`src/pkg/acs_pkg.sv`:
```
// acs_pkg: constants and carriers for the a/d conversion sequencer
// assumes a single 20 MHz system clock; no register bus, bits are ports
package acs_pkg;

  localparam int RES_W       = 12;
  localparam int SAMPLE_CLKS = 4;
  localparam int CONV_CLKS   = 12;
  localparam int TOTAL_CLKS  = SAMPLE_CLKS + CONV_CLKS;
  localparam int CODE_STEPS  = 4096;
  localparam logic [11:0] FULL_SCALE = 12'hFFF;
  localparam logic [11:0] RESULT_RST = 12'h000;
  localparam logic [2:0]  DIV_RST    = 3'h0;
  localparam logic [3:0]  SRC_EXT    = 4'h0;
  localparam int SRC_EXT_LAST        = 4'h3;

  typedef struct packed {
    logic       convPowerEn;
    logic       resultFormatSel;
    logic [2:0] convClkDivSel;
    logic [3:0] inputSourceSel;
    logic [3:0] extChannelSel;
    logic [1:0] refSourceSel;
    logic [1:0] pgaGainSel;
    logic [1:0] pgaInputSel;
  } acs_cfg_s;

  typedef struct packed {
    logic        extConnect;
    logic [3:0]  extChannel;
    logic [3:0]  intSignal;
    logic [1:0]  refSel;
    logic [1:0]  pgaGain;
    logic [1:0]  pgaInput;
  } acs_amux_s;

  typedef enum logic [3:0] {
    ACS_OFF    = 4'h1,
    ACS_IDLE   = 4'h2,
    ACS_SAMPLE = 4'h4,
    ACS_CONV   = 4'h8
  } acs_state_e;

endpackage

```
`src/rtl/acs_clk_div.sv`:
```
// acs_clk_div: makes one-cycle converter clock ticks, sysclk / 2^sel
// assumes the sequencer restarts it with clr at each conversion start
`timescale 1ns/1ps
`default_nettype none
module acs_clk_div (
  input  wire logic       clk,
  input  wire logic       rst,
  input  wire logic       clr,
  input  wire logic [2:0] divSel,
  output logic            tick
);
  import acs_pkg::*;

  logic [6:0] cnt_r;
  logic [6:0] cnt_nxt;
  logic [6:0] lastVal;

  // 000 gives a tick every cycle, 111 every 128 cycles
  always_comb begin
    lastVal = 7'((8'h01 << divSel) - 8'h01);
    tick    = !clr && (cnt_r == lastVal);
    cnt_nxt = (clr || tick) ? 7'h00 : 7'(cnt_r + 7'h01);
  end

  always_ff @(posedge clk or posedge rst) begin
    if (rst) begin
      cnt_r <= 7'h00;
    end else begin
      cnt_r <= cnt_nxt;
    end
  end
endmodule
`default_nettype wire

```
`src/rtl/acs_sequencer.sv`:
```
// acs_sequencer: control for a 12-bit successive-approximation a/d converter
// assumes the analog core returns one comparator decision per conversion tick
// and that software drives the configuration and start bits synchronously
`timescale 1ns/1ps
`default_nettype none
module acs_sequencer #(
  parameter int RW = acs_pkg::RES_W
) (
  input  wire logic               clk,
  input  wire logic               rst,
  input  wire acs_pkg::acs_cfg_s  cfg,
  input  wire logic               startBit,
  input  wire logic               globalIrqEn,
  input  wire logic               convIrqEn,
  input  wire logic               irqFlagClr,
  input  wire logic               cmpAbove,
  output acs_pkg::acs_amux_s      amux,
  output logic                    analogPowerOn,
  output logic                    sampleOn,
  output logic [11:0]             dacCode,
  output logic                    convBusyFlag,
  output logic                    convIrqFlag,
  output logic                    irqOut,
  output logic [7:0]              resultHigh,
  output logic [7:0]              resultLow
);
  import acs_pkg::*;

  acs_state_e state_r;
  acs_state_e state_nxt;
  logic       startPrev_r;
  logic       startPrev_nxt;
  logic       armed_r;
  logic       armed_nxt;
  logic [3:0] tickCnt_r;
  logic [3:0] tickCnt_nxt;
  logic [11:0] sar_r;
  logic [11:0] sar_nxt;
  logic [7:0]  resH_r;
  logic [7:0]  resH_nxt;
  logic [7:0]  resL_r;
  logic [7:0]  resL_nxt;
  logic        irqFlag_r;
  logic        irqFlag_nxt;
  acs_amux_s   amux_r;
  acs_amux_s   amux_nxt;
  logic        tick;
  logic        divClr;
  logic        trigger;
  logic        done;
  logic [3:0]  bitIdx;
  logic [11:0] trialBit;
  logic [11:0] finalCode;

  acs_clk_div u_div (
    .clk    (clk),
    .rst    (rst),
    .clr    (divClr),
    .divSel (cfg.convClkDivSel),
    .tick   (tick)
  );

  // start edge detect: high then low again makes the trigger
  always_comb begin
    startPrev_nxt = startBit;
    armed_nxt     = armed_r;
    if (startBit && !startPrev_r) begin
      armed_nxt = 1'b1;
    end
    trigger = armed_r && startPrev_r && !startBit;
    if (trigger || !cfg.convPowerEn) begin
      armed_nxt = 1'b0;
    end
  end

  // sequence: sample for 4 ticks, then 12 bit trials msb first
  always_comb begin
    state_nxt   = state_r;
    tickCnt_nxt = tickCnt_r;
    sar_nxt     = sar_r;
    divClr      = 1'b0;
    done        = 1'b0;
    bitIdx      = 4'(CONV_CLKS - 1) - tickCnt_r;
    trialBit    = 12'h001 << bitIdx;
    finalCode   = sar_r;
    unique case (state_r)
      ACS_OFF: begin
        if (cfg.convPowerEn) begin
          state_nxt = ACS_IDLE;
        end
      end
      ACS_IDLE: begin
        divClr = 1'b1;
        if (trigger) begin
          state_nxt   = ACS_SAMPLE;
          tickCnt_nxt = 4'h0;
          sar_nxt     = 12'h800;
        end
      end
      ACS_SAMPLE: begin
        if (tick) begin
          tickCnt_nxt = 4'(tickCnt_r + 4'h1);
          if (tickCnt_r == 4'(SAMPLE_CLKS - 1)) begin
            state_nxt   = ACS_CONV;
            tickCnt_nxt = 4'h0;
          end
        end
      end
      ACS_CONV: begin
        if (tick) begin
          // keep the trial bit when input sits above the trial level
          sar_nxt = cmpAbove ? sar_r : (sar_r & ~trialBit);
          if (bitIdx != 4'h0) begin
            sar_nxt = sar_nxt | (trialBit >> 1);
          end
          finalCode   = sar_nxt;
          tickCnt_nxt = 4'(tickCnt_r + 4'h1);
          if (tickCnt_r == 4'(CONV_CLKS - 1)) begin
            state_nxt = ACS_IDLE;
            done      = 1'b1;
          end
        end
      end
      default: state_nxt = ACS_OFF;
    endcase
    // power off aborts anything in flight
    if (!cfg.convPowerEn) begin
      state_nxt = ACS_OFF;
      done      = 1'b0;
    end
  end

  // result and flag update; results land the same edge busy drops
  always_comb begin
    resH_nxt = resH_r;
    resL_nxt = resL_r;
    if (done) begin
      if (cfg.resultFormatSel) begin
        resH_nxt = {4'h0, finalCode[11:8]};
        resL_nxt = finalCode[7:0];
      end else begin
        resH_nxt = finalCode[11:4];
        resL_nxt = {finalCode[3:0], 4'h0};
      end
    end
    // set wins over a clear in the same cycle
    irqFlag_nxt = done || (irqFlag_r && !irqFlagClr);
  end

  // analog mux: internal source opens every external switch
  always_comb begin
    amux_nxt.extConnect = cfg.convPowerEn
                          && (cfg.inputSourceSel <= 4'(SRC_EXT_LAST));
    amux_nxt.extChannel = cfg.extChannelSel;
    amux_nxt.intSignal  = cfg.inputSourceSel;
    amux_nxt.refSel     = cfg.refSourceSel;
    amux_nxt.pgaGain    = cfg.pgaGainSel;
    amux_nxt.pgaInput   = cfg.pgaInputSel;
  end

  always_ff @(posedge clk or posedge rst) begin
    if (rst) begin
      state_r     <= ACS_OFF;
      startPrev_r <= 1'b0;
      armed_r     <= 1'b0;
      tickCnt_r   <= 4'h0;
      sar_r       <= RESULT_RST;
      resH_r      <= 8'h00;
      resL_r      <= 8'h00;
      irqFlag_r   <= 1'b0;
      amux_r      <= '0;
    end else begin
      state_r     <= state_nxt;
      startPrev_r <= startPrev_nxt;
      armed_r     <= armed_nxt;
      tickCnt_r   <= tickCnt_nxt;
      sar_r       <= sar_nxt;
      resH_r      <= resH_nxt;
      resL_r      <= resL_nxt;
      irqFlag_r   <= irqFlag_nxt;
      amux_r      <= amux_nxt;
    end
  end

  // outputs straight from registered state; irqOut is also gated by globalIrqEn and convIrqEn
  assign convBusyFlag  = (state_r == ACS_SAMPLE) || (state_r == ACS_CONV);
  assign sampleOn      = (state_r == ACS_SAMPLE);
  assign analogPowerOn = (state_r != ACS_OFF);
  assign dacCode       = sar_r;
  assign convIrqFlag   = irqFlag_r;
  assign irqOut        = irqFlag_r && globalIrqEn && convIrqEn;
  assign resultHigh    = resH_r;
  assign resultLow     = resL_r;
  assign amux          = amux_r;
endmodule
`default_nettype wire

```
`config.mk`:
```
export PLATFORM = sky130hd
export DESIGN_NAME = acs_sequencer
export DESIGN_NICKNAME = d
export VERILOG_FILES = /design/src/pkg/acs_pkg.sv /design/src/rtl/acs_clk_div.sv /design/src/rtl/acs_sequencer.sv
export SDC_FILE = /design/constraint.sdc
export NUM_CORES = 1
export LEC_CHECK = 0
export BUFFER_PORTS_ARGS = -buffer_cell sky130_fd_sc_hd__buf_2
export CORE_AREA = 2 2 94 96
export CTS_CLUSTER_DIAMETER = 200
export CTS_CLUSTER_SIZE = 24
export DETAILED_ROUTE_END_ITERATION = 8
export DIE_AREA = 0 0 96 98
export PLACE_DENSITY = 0.6
export SETUP_SLACK_MARGIN = 0.4
export SKIP_CTS_REPAIR_TIMING = 1
export SYNTH_ARGS = -nofsm -noshare
export SYNTH_HDL_FRONTEND = slang
export SYNTH_SLANG_ARGS = --single-unit
```
`constraint.sdc`:
```
create_clock -name clk -period 6.9 [get_ports clk]
set_clock_uncertainty 0.2 [all_clocks]
set_input_delay 1.035 -clock clk [delete_from_list [all_inputs] [get_ports clk]]
set_output_delay 1.035 -clock clk [all_outputs]
set_load 0.02 [all_outputs]
```
==> metrics <==
final hold vios 0; Pleak 0.00176 µW; crit end category flop; Clock Tree Buf Depth 2; Sink Count 61; Max-cap violations 0; WL final 7820 µm; H-tree depth 3; crit path time final 3050 ps; Clock Latency Late Sink 340 ps; first-pass GRT wire length 12,900 µm; leading area contributor after synthesis dfrtp_1; Die Wd 96 µm; met2 routed WL 3750 µm; number of fill cells 811; met3 WL post-DR 324 µm; Hold/Removal Path Class reg2reg; Tcrit/Tclk final 44.2%; PortBufs 73; CTS tree built; clock slew at reported path FFs 70 ps; most common cell after layout, fill and taps aside buf_2; synth unique cells 60; PwrDens 247 nW/µm²; CP max FO 22; DR top layer met4; TritonCTS Buffers 9; Min Hold Slack 269 ps; critical path required time 6980 ps; Worst slew margin 47.5%; Post-Syn Area 3120 µm²; vias in the first global route 2,483; DRT Pass-1 Iters 5; Achievable Freq 328 MHz; Synth top area share 48.1%; Peak supply drop 0.0000909 V; proportion of synthesized flip-flops having asynchronous set or reset 100%; Worst Max-Slew Pin Slew 785 ps; RSZ-0062 raised after global routing false; most frequently used flop master after synthesis dfrtp_1; largest net degree at the start of global routing 62; DRC Markers 0; hold_sp resultHigh[1]$_DFFE_PP0P_; Startpoint Class primary input; initial core utilization 36.9%; Synth Warn # 0; reg2reg start u_div.cnt_r[0]$_DFF_PP0_; fraction of the yosys area taken by sequential cells 48.9%; Hold Path Stages 2; vias 2,674; Pins Over Slew Limit 0; RD Place Congestion 0.809; Total GRT Usage 17.7%; Synth Area per Inst 9.88 µm²; row count 34; core area 8470 µm²; setup TNS 0 ps; Syn Inst Count 316; fin nets 424; layout cells sized above 1 26.7%; Post-synth EDFFs 0; final setup fails 0; area growth from synthesis to layout 21.3%; Die Span Y 98 µm; diodes inserted 0; Post-DP HPWL 5580 µm; WP data arrival 3130 ps; die area 9410 µm²; Syn Nets 352; r2r worst-path depth 6; Worst R2R End resultHigh[4]$_DFFE_PP0P_; synth top area cells dfrtp_1 (48%), nand2_1 (4.6%), ha_1 (4.0%); I/O pins 74; sink of the worst hold path resultHigh[1]$_DFFE_PP0P_; status completed; average wire per standard cell 15.6 µm; WL met1 3630 µm; via/cell ratio 5.34; post-route ant nets 0; initial DRC count 178; most frequent cells in the layout buf_2 (73), dfrtp_1 (60), nand2_1 (38), o21ai_0 (21), nor2_1 (20); Yosys reg bits 61; r2r setup slk 4210 ps; number of antenna violations at the first check in global routing 0; Remaining Overflow, GRT 0; Root Driver clkbuf_8; crit path kind in2reg
[layout make-up]
cell class | instances | area, µm² | area share (%)
clock buffer | 10 | 138 | 3.63
inverter | 9 | 33.8 | 0.892
timing repair buffer | 75 | 380 | 10.0
clock inverter | 6 | 86.3 | 2.28
tap | 108 | 135 | 3.57
multi-input combinational | 232 | 1490 | 39.2
sequential | 61 | 1530 | 40.3
[synthesized netlist by cell type, drive strengths merged (3+ instances only)]
cell    instances
dfrtp          60
nand2          38
o21ai          23
nor2           20
nand3          19
ha             10
o211ai         10
inv             9
o31ai           9
a21oi           8
buf             8
and3            7
nor3            7
clkbuf          6
nand2b          6
a211oi          5
nor4            5
xor2            5
a31oi           4
o41ai           4
or4             4
a21o            3
a31o            3
nand3b          3
nand4           3
nor4b           3
o22ai           3
o31a            3
[sequential cells by signal, indices dropped and copies added (netlist names)]
name         cells
armed_r          1
dacCode         12
resultLow        8
u_div.cnt_r      7
resultHigh       8
tickCnt_r        4
convIrqFlag      1
startPrev_r      1
amux            15
state_r          4
[metal layers]
metal	up-vias	GRT usage (%)
met3	8	3.63
met2	68	26.0
met1	1285	25.6
met5	-	0
li1	1313	-
met4	0	6.37
[worst max path at each step]
stage                                end  slack, ps    start
2_1_floorplan    dacCode[10]$_DFFE_PP0P_       3930  cfg[16]
3_3_place_gp   resultHigh[4]$_DFFE_PP0P_       3630  cfg[16]
3_5_place_dp   resultHigh[4]$_DFFE_PP0P_       3540  cfg[16]
4_1_cts        resultHigh[4]$_DFFE_PP0P_       3900  cfg[16]
5_1_grt        resultHigh[5]$_DFFE_PP0P_       3620  cfg[16]
6_report       resultHigh[4]$_DFFE_PP0P_       3850  cfg[16]
[report_power, final]
group	switching [µW]	internal (µW)
sequential	37.2	383
clock	148	212
combinational	99.8	55.0
[cell families (layout without fill, tap and decap cells)]
family / Yosys count / after routing / synth area share (%)
and+or+nand+nor: 128 / 128 / 22.2
adders and majority gates: 11 / 11 / 4.33
AOI/OAI and AO/OA: 86 / 86 / 19.1
DFF: 61 / 61 / 48.9
xor gates and xnor gates: 7 / 7 / 1.96
buffers and inverters: 23 / 100 / 3.49
[critical path, cell delays in order]
cell,delay (ps)
buf_2,160
xor2_1,180
nor4_2,290
o22a_1,340
nand3_1,600
a211oi_1,410
a21o_1,120
[stage by stage]
stage | power [µW] | worst slack [ps] | area [µm²] | instances | util (%)
global route | 987 | 3620 | 3790 | 501 | 44.7
CTS | 943 | 3900 | 3790 | 501 | 44.7
finish | 935 | 3850 | 3790 | 501 | 44.7
global placement | 576 | 3630 | 3560 | 485 | 42.1
detailed placement | 579 | 3540 | 3560 | 485 | 42.1
floorplan | 539 | 3930 | 3120 | 316 | -
No activity file was read; power rests on OpenSTA's default activity.
